==> config.mk <==
export PLATFORM = sky130hd
export DESIGN_NAME = ptc_top
export DESIGN_NICKNAME = d
export VERILOG_FILES = /design/src/rtl/ptc_pkg.sv /design/src/rtl/ptc_cmp_if.sv /design/src/rtl/ptc_cmp_unit.sv /design/src/rtl/ptc_cap_unit.sv /design/src/rtl/ptc_top.sv
export VERILOG_INCLUDE_DIRS = /design/src /design/src/rtl
export SDC_FILE = /design/constraint.sdc
export NUM_CORES = 1
export LEC_CHECK = 0
export BUFFER_PORTS_ARGS = -buffer_cell sky130_fd_sc_hd__buf_2
export CAP_MARGIN = 10
export CELL_PAD_IN_SITES_DETAIL_PLACEMENT = 1
export CELL_PAD_IN_SITES_GLOBAL_PLACEMENT = 2
export CORE_MARGIN = 2
export CORE_UTILIZATION = 24
export CTS_BUF_LIST = sky130_fd_sc_hd__clkbuf_8
export DETAILED_ROUTE_END_ITERATION = 12
export GPL_TIMING_DRIVEN = 0
export PLACE_DENSITY = 0.57
export SETUP_SLACK_MARGIN = 0.5
export SYNTH_ARGS = -nofsm -noshare
export SYNTH_HDL_FRONTEND = slang
export SYNTH_SLANG_ARGS = --single-unit
==> constraint.sdc <==
create_clock -name clk -period 6.3 [get_ports clk]
set_input_delay 1.26 -clock clk [delete_from_list [all_inputs] [get_ports clk]]
set_output_delay 1.26 -clock clk [all_outputs]
set_load 0.005 [all_outputs]
==> src/rtl/ptc_cfg.svh <==
// Register map, field positions and widths of the pin trigger/timestamp control
`ifndef PTC_CFG_SVH
`define PTC_CFG_SVH
`define PTC_ADDR_W 12
`define PTC_OFS_CTRL 12'h52C
`define PTC_OFS_TGT_NS 12'h530
`define PTC_OFS_TGT_S 12'h534
`define PTC_OFS_INDEX 12'h520
`define PTC_OFS_STAT 12'h524
`define PTC_OFS_CFG 12'h538
`define PTC_B_OUT_SEL 8
`define PTC_B_PIN_IN 7
`define PTC_B_DIR 6
`define PTC_B_IRQ_EN 5
`define PTC_B_RUNNING 4
`define PTC_B_ARM 3
`define PTC_B_CMP_CLR 2
`define PTC_B_CAP_ARM 1
`define PTC_B_CAP_CLR 0
`define PTC_B_IDX_CAP 8
`define PTC_B_ERR_LO 16
`define PTC_B_NOW 25
`define PTC_B_NOTIFY 24
`define PTC_NS_W 30
`define PTC_TALLY_W 8
`define PTC_ZERO32 32'h0000_0000
`endif

==> src/rtl/ptc_pkg.sv <==
// Types shared by the pin trigger/timestamp control modules
package ptc_pkg;
    typedef enum logic [1:0] {
        PTC_IDLE,
        PTC_ARMED,
        PTC_FIRED
    } ptc_cmp_state_t;
    typedef logic [31:0] ptc_word_t;
endpackage

==> src/rtl/ptc_cmp_if.sv <==
// Interface between the control core and one compare unit
`timescale 1ns/10ps
interface ptc_cmp_if;
    logic arm_set;
    logic disarm;
    logic soft_clear;
    logic fire_now;
    logic [29:0] tgt_ns;
    logic [31:0] tgt_s;
    logic armed;
    logic running;
    logic fire;
    logic late;
    modport ctl (output arm_set, disarm, soft_clear, fire_now, tgt_ns, tgt_s,
                 input armed, running, fire, late);
    modport unit (input arm_set, disarm, soft_clear, fire_now, tgt_ns, tgt_s,
                  output armed, running, fire, late);
endinterface

==> src/rtl/ptc_cmp_unit.sv <==
// One compare unit: arms, compares system time with its target, fires once
`timescale 1ns/10ps
module ptc_cmp_unit
    import ptc_pkg::*;
(
    // Clock and reset
    input wire logic clk,
    input wire logic rst,
    // System time
    input wire logic [31:0] sys_s,
    input wire logic [29:0] sys_ns,
    // Control side
    ptc_cmp_if.unit cu
);
    ptc_cmp_state_t st_r, st_nxt;
    logic reached, passed, fire_c;
    logic early_r, early_nxt;

    always_comb begin
        reached = (sys_s > cu.tgt_s) || ((sys_s == cu.tgt_s) && (sys_ns >= cu.tgt_ns));
        passed = (sys_s > cu.tgt_s) || ((sys_s == cu.tgt_s) && (sys_ns > cu.tgt_ns));
        fire_c = 1'b0;
        st_nxt = st_r;
        case (st_r)
            PTC_IDLE: begin
                if (cu.arm_set) begin
                    st_nxt = PTC_ARMED;
                end
            end
            PTC_ARMED: begin
                if (passed && cu.fire_now) begin
                    fire_c = 1'b1;
                    st_nxt = PTC_FIRED;
                end else if (reached && (!passed || early_r)) begin
                    fire_c = 1'b1;
                    st_nxt = PTC_FIRED;
                end
            end
            PTC_FIRED: begin
                if (cu.arm_set) begin
                    st_nxt = PTC_ARMED;
                end
            end
            default: st_nxt = PTC_IDLE;
        endcase
        if (cu.soft_clear || cu.disarm) begin
            st_nxt = PTC_IDLE;
            fire_c = 1'b0;
        end
        // Target still ahead: a later jump past it must fire, not err
        early_nxt = (st_nxt == PTC_ARMED) && !reached;
    end

    always_ff @(posedge clk) begin
        if (rst) begin
            st_r <= PTC_IDLE;
            early_r <= 1'b0;
        end else begin
            st_r <= st_nxt;
            early_r <= early_nxt;
        end
    end

    assign cu.fire = fire_c;
    assign cu.armed = (st_r == PTC_ARMED);
    // Late target seen while armed and no immediate fire
    assign cu.late = (st_r == PTC_ARMED) && passed && !cu.fire_now && !early_r;
    assign cu.running = (st_r == PTC_ARMED) && !cu.late;
endmodule

==> src/rtl/ptc_cap_unit.sv <==
// One capture unit: arm, soft clear, event tally and result flags
`timescale 1ns/10ps
`include "ptc_cfg.svh"
module ptc_cap_unit
    import ptc_pkg::*;
#(
    parameter int TALLY_W = `PTC_TALLY_W
) (
    // Clock and reset
    input wire logic clk,
    input wire logic rst,
    // Commands
    input wire logic arm_wr,
    input wire logic arm_val,
    input wire logic soft_clear,
    input wire logic evt,
    // State
    output logic armed,
    output logic valid,
    output logic ovfl,
    output logic [TALLY_W-1:0] tally
);
    logic armed_r, armed_nxt, valid_r, valid_nxt, ovfl_r, ovfl_nxt;
    logic [TALLY_W-1:0] tally_r, tally_nxt;

    always_comb begin
        armed_nxt = armed_r;
        valid_nxt = valid_r;
        ovfl_nxt = ovfl_r;
        tally_nxt = tally_r;
        if (armed_r && evt) begin
            valid_nxt = 1'b1;
            if (&tally_r) begin
                ovfl_nxt = 1'b1;
            end else begin
                tally_nxt = tally_r + 1'b1;
            end
        end
        if (arm_wr && arm_val) begin
            armed_nxt = 1'b1;
            tally_nxt = '0;
        end else if (arm_wr) begin
            armed_nxt = 1'b0;
            valid_nxt = 1'b0;
            ovfl_nxt = 1'b0;
        end
        if (soft_clear) begin
            armed_nxt = 1'b0;
            valid_nxt = 1'b0;
            ovfl_nxt = 1'b0;
            tally_nxt = '0;
        end
    end

    always_ff @(posedge clk) begin
        if (rst) begin
            armed_r <= 1'b0;
            valid_r <= 1'b0;
            ovfl_r <= 1'b0;
            tally_r <= '0;
        end else begin
            armed_r <= armed_nxt;
            valid_r <= valid_nxt;
            ovfl_r <= ovfl_nxt;
            tally_r <= tally_nxt;
        end
    end

    assign armed = armed_r;
    assign valid = valid_r;
    assign ovfl = ovfl_r;
    assign tally = tally_r;
endmodule

==> src/rtl/ptc_top.sv <==
// Pin trigger and timestamp unit control with Avalon-MM register slave
//
// Local design decision: the Avalon-MM slave port.
`timescale 1ns/10ps
`include "ptc_cfg.svh"
module ptc_top
    import ptc_pkg::*;
#(
    parameter int N_CMP = 3,
    parameter int N_CAP = 2
) (
    // Clock and reset
    input wire logic clk,
    input wire logic rst,
    // Avalon-MM slave
    input wire logic [11:0] avs_address,
    input wire logic avs_read,
    input wire logic avs_write,
    input wire logic [31:0] avs_writedata,
    input wire logic [3:0] avs_byteenable,
    output logic [31:0] avs_readdata,
    output logic avs_waitrequest,
    // System time
    input wire logic [31:0] sys_s,
    input wire logic [29:0] sys_ns,
    // Pin
    input wire logic pin_in,
    output logic pin_out,
    output logic pin_oe,
    // Unit events
    output logic [N_CMP-1:0] cmp_fire,
    output logic [N_CAP-1:0] capture_irq
);
    // ****************************************
    // Register state
    // ****************************************
    logic [1:0] cmp_idx_r, cmp_idx_nxt;
    logic cap_idx_r, cap_idx_nxt;
    logic out_sel_r, out_sel_nxt, dir_r, dir_nxt;
    logic [N_CAP-1:0] irq_en_r, irq_en_nxt;
    logic [N_CMP-1:0] now_r, now_nxt, notify_r, notify_nxt;
    logic [N_CMP-1:0] done_r, done_nxt, err_r, err_nxt;
    logic [29:0] tgt_ns_r [N_CMP], tgt_ns_nxt [N_CMP];
    logic [31:0] tgt_s_r [N_CMP], tgt_s_nxt [N_CMP];
    logic ack_r, ack_nxt;
    logic wait_r, wait_nxt;
    logic [31:0] rdata_r, rdata_nxt;
    logic pin_q_r, pin_q_nxt, pin_out_r, pin_out_nxt, pin_oe_r, pin_oe_nxt;
    logic [N_CMP-1:0] fire_r;
    logic [N_CAP-1:0] irq_r, irq_nxt;

    // ****************************************
    // Bus decode
    // ****************************************
    logic wr, rd, ctrl_wr, ns_wr, s_wr, idx_wr, stat_wr, cfg_wr;
    logic [31:0] wmask, wd;
    always_comb begin
        wmask = {{8{avs_byteenable[3]}}, {8{avs_byteenable[2]}},
                 {8{avs_byteenable[1]}}, {8{avs_byteenable[0]}}};
        wd = avs_writedata;
        wr = avs_write && !ack_r;
        rd = avs_read && !ack_r;
        ctrl_wr = wr && (avs_address == `PTC_OFS_CTRL);
        ns_wr = wr && (avs_address == `PTC_OFS_TGT_NS);
        s_wr = wr && (avs_address == `PTC_OFS_TGT_S);
        idx_wr = wr && (avs_address == `PTC_OFS_INDEX);
        stat_wr = wr && (avs_address == `PTC_OFS_STAT);
        cfg_wr = wr && (avs_address == `PTC_OFS_CFG);
    end

    // ****************************************
    // Units
    // ****************************************
    ptc_cmp_if cmp_bus [N_CMP] ();
    logic [N_CMP-1:0] c_armed, c_running, c_fire, c_late;
    logic [N_CAP-1:0] k_armed, k_valid, k_ovfl;
    logic [`PTC_TALLY_W-1:0] k_tally [N_CAP];
    logic cap_evt;
    assign cap_evt = dir_r && pin_in && !pin_q_r;

    genvar gi;
    generate
        for (gi = 0; gi < N_CMP; gi++) begin : g_cmp
            logic sel;
            assign sel = (cmp_idx_r == 2'(gi));
            assign cmp_bus[gi].arm_set = ctrl_wr && sel && avs_byteenable[0] &&
                                         wd[`PTC_B_ARM];
            assign cmp_bus[gi].disarm = ctrl_wr && sel && avs_byteenable[0] &&
                                        !wd[`PTC_B_ARM];
            assign cmp_bus[gi].soft_clear = ctrl_wr && sel && avs_byteenable[0] &&
                                            wd[`PTC_B_CMP_CLR];
            assign cmp_bus[gi].fire_now = now_r[gi];
            assign cmp_bus[gi].tgt_ns = tgt_ns_r[gi];
            assign cmp_bus[gi].tgt_s = tgt_s_r[gi];
            assign c_armed[gi] = cmp_bus[gi].armed;
            assign c_running[gi] = cmp_bus[gi].running;
            assign c_fire[gi] = cmp_bus[gi].fire;
            assign c_late[gi] = cmp_bus[gi].late;
            ptc_cmp_unit u_cmp (
                .clk(clk),
                .rst(rst),
                .sys_s(sys_s),
                .sys_ns(sys_ns),
                .cu(cmp_bus[gi])
            );
        end
        for (gi = 0; gi < N_CAP; gi++) begin : g_cap
            logic sel;
            assign sel = (cap_idx_r == 1'(gi));
            ptc_cap_unit #(
                .TALLY_W(`PTC_TALLY_W)
            ) u_cap (
                .clk(clk),
                .rst(rst),
                .arm_wr(ctrl_wr && sel && avs_byteenable[0]),
                .arm_val(wd[`PTC_B_CAP_ARM]),
                .soft_clear(ctrl_wr && sel && avs_byteenable[0] && wd[`PTC_B_CAP_CLR]),
                .evt(cap_evt),
                .armed(k_armed[gi]),
                .valid(k_valid[gi]),
                .ovfl(k_ovfl[gi]),
                .tally(k_tally[gi])
            );
        end
    endgenerate

    // ****************************************
    // Next state
    // ****************************************
    always_comb begin
        cmp_idx_nxt = cmp_idx_r;
        cap_idx_nxt = cap_idx_r;
        out_sel_nxt = out_sel_r;
        dir_nxt = dir_r;
        irq_en_nxt = irq_en_r;
        now_nxt = now_r;
        notify_nxt = notify_r;
        done_nxt = done_r;
        err_nxt = err_r;
        tgt_ns_nxt = tgt_ns_r;
        tgt_s_nxt = tgt_s_r;
        if (idx_wr && avs_byteenable[0]) begin
            cmp_idx_nxt = wd[1:0];
        end
        if (idx_wr && avs_byteenable[1]) begin
            cap_idx_nxt = wd[`PTC_B_IDX_CAP];
        end
        if (ctrl_wr && avs_byteenable[1]) begin
            out_sel_nxt = wd[`PTC_B_OUT_SEL];
        end
        if (ctrl_wr && avs_byteenable[0]) begin
            dir_nxt = wd[`PTC_B_DIR];
            irq_en_nxt[cap_idx_r] = wd[`PTC_B_IRQ_EN];
        end
        if (cfg_wr && avs_byteenable[3]) begin
            now_nxt[cmp_idx_r] = wd[`PTC_B_NOW];
            notify_nxt[cmp_idx_r] = wd[`PTC_B_NOTIFY];
        end
        if (stat_wr) begin
            done_nxt = done_r & ~(wd[N_CMP-1:0] & wmask[N_CMP-1:0]);
        end
        for (int i = 0; i < N_CMP; i++) begin
            if (ns_wr && cmp_idx_r == i[1:0]) begin
                tgt_ns_nxt[i] = (tgt_ns_r[i] & ~wmask[29:0]) |
                                (wd[29:0] & wmask[29:0]);
            end
            if (s_wr && cmp_idx_r == i[1:0]) begin
                tgt_s_nxt[i] = (tgt_s_r[i] & ~wmask) | (wd & wmask);
            end
            if (!c_armed[i]) begin
                err_nxt[i] = 1'b0;
            end
            if (c_late[i] && notify_r[i]) begin
                err_nxt[i] = 1'b1;
            end
            if (c_fire[i] && notify_r[i]) begin
                done_nxt[i] = 1'b1;
            end
            if (ctrl_wr && avs_byteenable[0] && wd[`PTC_B_CMP_CLR] &&
                cmp_idx_r == i[1:0]) begin
                now_nxt[i] = 1'b0;
                notify_nxt[i] = 1'b0;
                err_nxt[i] = 1'b0;
            end
        end
        // Pin path: through fire_r and then pin_out_r by default, through pin_out_r only when selected
        pin_q_nxt = pin_in;
        pin_oe_nxt = !dir_nxt;
        pin_out_nxt = out_sel_r ? |c_fire : |fire_r;
        irq_nxt = k_valid & irq_en_r;
        // Bus answer one cycle after the request
        ack_nxt = (avs_read || avs_write) && !ack_r;
        wait_nxt = !ack_nxt;
        rdata_nxt = rdata_r;
        if (rd) begin
            rdata_nxt = `PTC_ZERO32;
            case (avs_address)
                `PTC_OFS_CTRL: begin
                    rdata_nxt[`PTC_B_OUT_SEL] = out_sel_r;
                    rdata_nxt[`PTC_B_PIN_IN] = pin_in;
                    rdata_nxt[`PTC_B_DIR] = dir_r;
                    rdata_nxt[`PTC_B_IRQ_EN] = irq_en_r[cap_idx_r];
                    rdata_nxt[`PTC_B_RUNNING] = c_running[cmp_idx_r];
                    rdata_nxt[`PTC_B_ARM] = c_armed[cmp_idx_r];
                    rdata_nxt[`PTC_B_CAP_ARM] = k_armed[cap_idx_r];
                end
                `PTC_OFS_TGT_NS: rdata_nxt[29:0] = tgt_ns_r[cmp_idx_r];
                `PTC_OFS_TGT_S: rdata_nxt = tgt_s_r[cmp_idx_r];
                `PTC_OFS_INDEX: begin
                    rdata_nxt[1:0] = cmp_idx_r;
                    rdata_nxt[`PTC_B_IDX_CAP] = cap_idx_r;
                end
                `PTC_OFS_STAT: begin
                    rdata_nxt[N_CMP-1:0] = done_r;
                    rdata_nxt[`PTC_B_ERR_LO +: N_CMP] = err_r;
                end
                `PTC_OFS_CFG: begin
                    rdata_nxt[`PTC_B_NOW] = now_r[cmp_idx_r];
                    rdata_nxt[`PTC_B_NOTIFY] = notify_r[cmp_idx_r];
                    rdata_nxt[`PTC_TALLY_W+7:8] = k_tally[cap_idx_r];
                    rdata_nxt[1] = k_ovfl[cap_idx_r];
                    rdata_nxt[0] = k_valid[cap_idx_r];
                end
                default: rdata_nxt = `PTC_ZERO32;
            endcase
        end
    end

    // ****************************************
    // Registers
    // ****************************************
    always_ff @(posedge clk) begin
        if (rst) begin
            cmp_idx_r <= '0;
            cap_idx_r <= 1'b0;
            out_sel_r <= 1'b0;
            dir_r <= 1'b0;
            irq_en_r <= '0;
            now_r <= '0;
            notify_r <= '0;
            done_r <= '0;
            err_r <= '0;
            for (int i = 0; i < N_CMP; i++) begin
                tgt_ns_r[i] <= '0;
                tgt_s_r[i] <= `PTC_ZERO32;
            end
            ack_r <= 1'b0;
            wait_r <= 1'b1;
            rdata_r <= `PTC_ZERO32;
            pin_q_r <= 1'b0;
            pin_out_r <= 1'b0;
            pin_oe_r <= 1'b1;
            fire_r <= '0;
            irq_r <= '0;
        end else begin
            cmp_idx_r <= cmp_idx_nxt;
            cap_idx_r <= cap_idx_nxt;
            out_sel_r <= out_sel_nxt;
            dir_r <= dir_nxt;
            irq_en_r <= irq_en_nxt;
            now_r <= now_nxt;
            notify_r <= notify_nxt;
            done_r <= done_nxt;
            err_r <= err_nxt;
            tgt_ns_r <= tgt_ns_nxt;
            tgt_s_r <= tgt_s_nxt;
            ack_r <= ack_nxt;
            wait_r <= wait_nxt;
            rdata_r <= rdata_nxt;
            pin_q_r <= pin_q_nxt;
            pin_out_r <= pin_out_nxt;
            pin_oe_r <= pin_oe_nxt;
            fire_r <= c_fire;
            irq_r <= irq_nxt;
        end
    end

    assign avs_readdata = rdata_r;
    assign avs_waitrequest = wait_r;
    assign pin_out = pin_out_r;
    assign pin_oe = pin_oe_r;
    assign cmp_fire = fire_r;
    assign capture_irq = irq_r;
endmodule

==> results.toml, run 1 <==
[place]
dp_hpwl_mm = 64.4
gp_congestion = 0.869
port_buffers = 147

[yosys]
synthTopCellsByCount = "nor2_1 (298), dfxtp_1 (278), mux2i_1 (257)"
ys_async_sr_fraction = 0
syn_area_um2 = 17100
synth_edf_count = 0
netlist.area_leader.share = 0.325
synthTopCellsByArea = "dfxtp_1 (32%), mux2i_1 (15%), ha_1 (14%)"
yosysWarnings = 0
syn_inst = 2010
ys_seq_elements = 278
synth_area_per_cell_um2 = 8.52
synth_cell_types = 73
synth_top_area_cell = "dfxtp_1"
synthFlopType = "dfxtp_1"
seq_area_frac_synth = 0.325
syn_nets = 2313
synth.most_common_cell = "nor2_1"

[timing]
setup_viol = 0
tightest_slew_ns = 1.25
setup_tns_ns = 0
hold_viol = 0
timing.final.crit_period_ns = 4.40
drv_slew = 0
max_freq_mhz = 227
finClkSkew_ns = 0.0394
fin_crit_sh = 0.698
maxSlewHeadroom = 0.166
rsz0062_at_grt = "no"

[floorplanning]
dieWidth_um = 271
std_cell_rows = 97
core_um2 = 70400
io_pins = 155
dieArea_um2 = 73500
start_util = 0.243
die_y_um = 271

[global_routing]
grtUsageTotal = 0.217
grt_max_degree = 15
grt_pass1_vias = 16900
antenna_found_initial = 1
grt_overflow_total = 0
grt_pass1_wl_mm = 116

[outcome]
status = "finished, final reports clean"

[cts]
cts_sinks = 278
cts_max_level = 2
clk_pin_slew_ns = 0.06
cts-resized-gates = 0
tritoncts = "done"
clk_latency_ns = 0.67
cts-hold-fix-buffers = 0
clockBufferDepth = 3
cts_setup_buffers = 0
cts_root_buf = "clkbuf_8"
cts_inserted_buffers = 57

[drt]
wire_per_inst_um = 25.2
ant_nets = 0
drc_errors = 0
drt_first_pass_iters = 5
drtIter0Drc = 834
routed_via_density = 4.95
drt_wl_total_mm = 80.9
vias = 15900

[pwr]
p_int_mw = 3.00
p_clk_frac = 0.487
switchingPower_mw = 1.18
pwr-share-seq = 0.423
pwr_density_cell_nw_per_um2 = 206
power_frac_comb = 0.090
p_leak_nw = 7.32
ir_worst_vdd_mv = 0.120
switching_share = 0.282

[critical_path]
end_kind = "register"
r2r_setup_slack_ns = 2.22
path_max_fanout = 5
critPathLaunchType = "primary input"
cp.arrival_ns = 4.98
crit_type = "in -> reg"
worstPathRequired_ns = 6.88

[final_layout]
nets = 2522
final_core_util = 0.288
drive_above_1_share = 0.131
area_growth_pct = 18.4

[flow_run]
drv_cap = 0

[hold_path]
hp-class = "reg -> reg"
==> worst max-delay path: stages <==
cell and delay (ns):
buf_2 0.13, ha_1 0.31, nand4_1 0.34, nor4_2 1.03, nand3_1 0.44, o211ai_1 0.31
nor4_1 0.22, or4_1 0.65, a41oi_1 0.26
==> through the flow <==
step	area, µm²	hold WS (ns)	setup WS (ns)	cells	total power, mW
2_1_floorplan	17100	0.437	2.94	2010	1.98
3_3_place_gp	19000	0.446	1.22	3097	2.18
3_5_place_dp	19100	0.459	1.22	3099	2.19
4_1_cts	20300	0.468	1.93	3202	4.24
5_1_grt	20300	0.501	1.89	3207	4.36
6_report	20300	0.465	1.90	3207	4.18
==> cell families (layout without fill, tap and decap cells) <==
kind of cell	count (synthesis)	count (layout)	synth area share
simple gates	642	642	0.185
compound gates	338	338	0.126
buf+inv	288	541	0.0652
flops	278	278	0.325
mux	267	267	0.157
fa+ha+maj	188	188	0.137
xor+xnor	9	9	0.00460
other cells	0	4	0
==> power by group through the flow <==
stage / Clock, mW / Combinational [mW] / Sequential (mW)
after global placement: 0 / 0.371 / 1.81
after CTS: 2.09 / 0.383 / 1.77
after floorplan: 0 / 0.176 / 1.81
after detailed placement: 0 / 0.381 / 1.81
final: 2.03 / 0.377 / 1.77
after global routing: 2.18 / 0.418 / 1.77
==> layout by cell type, fill, tap and decap left out, drive strengths merged, types with 8 or more instances in the layout <==
cell type  synthesis  final
a21boi             8      8
a21o              11     11
a21oi            115    115
a221oi            18     18
a222oi            14     14
a31oi             11     11
and3               8      8
buf               31    181
clkbuf            55    135
clkinv             0      8
dfxtp            278    278
ha               188    188
inv              202    216
mux2              10     10
mux2i            257    257
nand2            118    118
nand2b            13     13
nand3             43     43
nand4             42     42
nor2             300    300
nor2b             19     19
nor3              52     52
nor4              11     11
o21ai             44     44
o22ai             58     58
==> worst paths after layout <==
path / startpoint / end / cells after the start
max: sys_s[31] / pin_out$_SDFF_PP0_ / 9
min: g_cmp[2].u_cmp.st_r[1]$_SDFF_PP0_ / g_cmp[2].u_cmp.st_r[1]$_SDFF_PP0_ / 2
max reg2reg: register / pin_out$_SDFF_PP0_ / 9
min reg2reg: g_cmp[2].u_cmp.st_r[1]$_SDFF_PP0_ / g_cmp[2].u_cmp.st_r[1]$_SDFF_PP0_ / 2
==> layer usage <==
layer | up-vias | track usage | wire [µm]
li1 | 7534 | - | -
met1 | 7898 | 0.274 | 36500
met5 | - | 0 | 0
met4 | 0 | 0.0626 | 2080
met3 | 117 | 0.0264 | 2810
met2 | 333 | 0.385 | 39500
==> cell type report <==
class / count / area (µm²)
sequential: 278 / 5570
clock buffer: 80 / 1100
tap: 940 / 1180
timing repair buffer: 150 / 761
antenna: 4 / 10.0
inverter: 202 / 758
multi-input combinational: 1444 / 10400
clock inverter: 23 / 105
fill: 8425 / 50100
buffer: 86 / 359
(Power assumes the default switching activity.)
==> run 2, diff against run 1 <==
--- a/config.mk
+++ b/config.mk
@@ -15,7 +15,7 @@
 export CTS_BUF_LIST = sky130_fd_sc_hd__clkbuf_8
 export DETAILED_ROUTE_END_ITERATION = 12
 export GPL_TIMING_DRIVEN = 0
-export PLACE_DENSITY = 0.57
+export PLACE_DENSITY = 0.6
 export SETUP_SLACK_MARGIN = 0.5
 export SYNTH_ARGS = -nofsm -noshare
 export SYNTH_HDL_FRONTEND = slang
==> constraint.sdc (replaced) <==
create_clock -name clk -period 3.89 [get_ports clk]
set_input_delay 0.778 -clock clk [delete_from_list [all_inputs] [get_ports clk]]
set_output_delay 0.778 -clock clk [all_outputs]
set_load 0.005 [all_outputs]
==> results.toml, run 2 (synthesized netlist as in run 1, its figures left out) <==
[flow_run]
drv_cap = 0

[final_layout]
mostFrequentLayoutCell = "nor2_1"
nets = 2526
final_cell_mix = "nor2_1 (298), dfxtp_1 (278), mux2i_1 (257)"
drive_above_1_share = 0.135
finish.instance_area_um2 = 20300
fill_cells = 8427
stdcell_count = 3201
final_core_util = 0.289
area_growth_pct = 18.7

[cts]
cts_root_buf = "clkbuf_8"
clk_pin_slew_ns = 0.06
cts_sinks = 278
clk_latency_ns = 0.68
tritoncts = "done"
clockBufferDepth = 3
cts_max_level = 2
cts_inserted_buffers = 57
cts-hold-fix-buffers = 0

[pwr]
p_leak_nw = 7.39
pwr_density_cell_nw_per_um2 = 322
ir_worst_vdd_mv = 0.222

[timing]
fin_crit_sh = 0.864
tightest_slew_ns = 1.19
rsz0062_at_grt = "yes"
hold_viol = 0
timing.final.crit_period_ns = 3.36
hold_ws_ns = 0.367
finClkSkew_ns = 0.0351
setup_viol = 0
maxSlewHeadroom = 0.204
drv_slew = 0
worst_slack_ns = 0.530
max_freq_mhz = 298

[drt]
routed_via_density = 4.95
drtIter0Drc = 888
vias = 15800
wire_per_inst_um = 24.9
drt_first_pass_iters = 7
drc_errors = 0
ant_nets = 0
drt_wl_total_mm = 79.8

[floorplanning]
io_pins = 155
dieArea_um2 = 73500
std_cell_rows = 97
dieWidth_um = 271
start_util = 0.243
core_um2 = 70400
die_y_um = 271

[global_routing]
grt_overflow_total = 0
grt_pass1_wl_mm = 115
grt_pass1_vias = 16600
antenna_found_initial = 2
grt_max_degree = 15
grtUsageTotal = 0.214

[hold_path]
hp-class = "in -> reg"

[place]
gp_congestion = 0.885
port_buffers = 147
dp_hpwl_mm = 63.2
place_area_um2 = 19100
placed_cells = 3099
dpl_worst_slack_ns = -0.729

[critical_path]
worstPathRequired_ns = 4.47
end_kind = "register"
critPathLaunchType = "register"
cp.arrival_ns = 3.94
path_max_fanout = 3
crit_type = "reg -> reg"

[outcome]
status = "finished, final reports clean"
[run 2: changes by cell type in the layout (fill, tap and decap cells not counted), moves of 3 or more]
cell and delta:
inv_1 +8, clkbuf_8 -11, clkdlybuf4s15_2 +4, buf_4 +6, clkinv_2 -4, clkbuf_2 +3
nor4_1 -5, nor4_4 +3, diode_2 -3, buf_1 -6
[run 2: critical path: stages, from the launching register on]
cell and delay [ns]:
dfxtp_1 0.33, inv_1 0.08, ha_1 0.32, nand4_1 0.28, nor4_4 0.66, nand3_1 0.39
o21ai_0 0.61, o211a_1 0.27, nand2_1 0.09, a41oi_1 0.25
[run 2: final cells by class]
type                            count  area (µm²)  area share
Buffer                             86         397      0.0195
Inverter                          202         758      0.0373
Clock buffer                       69         950      0.0467
Sequential cell                   278        5570       0.274
Clock inverter                     27         138     0.00677
Multi-Input combinational cell   1444       10500       0.518
Tap cell                          940        1180      0.0579
Timing Repair Buffer              154         808      0.0398
Antenna cell                        1        2.50    0.000123
[run 2: power breakdown]
| group | internal (mW) | total (mW) | leakage [nW] | switching (mW) |
|---|---|---|---|---|
| clock | 1.64 | 3.07 | 0.642 | 1.43 |
| sequential | 2.86 | 2.86 | 2.24 | 0.00437 |
| combinational | 0.191 | 0.612 | 4.50 | 0.422 |
[run 2: timing repair]
item / CTS / global route
pin swaps: 3 / 0
setup endpoints to repair: 42 / 12
resized for setup: 23 / 8
buffers inserted: 5 / 0
[run 2: per-layer routing]
layer,vias up,track usage,part of all wire
li1,7527,-,-
met1,7859,0.277,0.45
met2,347,0.371,0.48
met3,103,0.0270,0.039
met4,0,0.0583,0.026
met5,-,0,0
[run 2: worst paths after layout]
kind / start / endpoint / slack, ns / depth (start not counted)
max: register / pin_out$_SDFF_PP0_ / 0.53 / 9
max reg2reg: register / pin_out$_SDFF_PP0_ / 0.53 / 9
min reg2reg: g_cmp[2].u_cmp.st_r[1]$_SDFF_PP0_ / g_cmp[2].u_cmp.st_r[1]$_SDFF_PP0_ / 0.46 / 2
min: avs_write / avs_waitrequest$_SDFF_PP1_ / 0.37 / 2
[run 2: through the flow]
stage	power, mW	setup TNS (ns)
floorplan	3.21	0
global placement	3.52	-6.65
detailed placement	3.54	-7.05
CTS	6.65	0
global route	6.83	0
finish	6.54	0
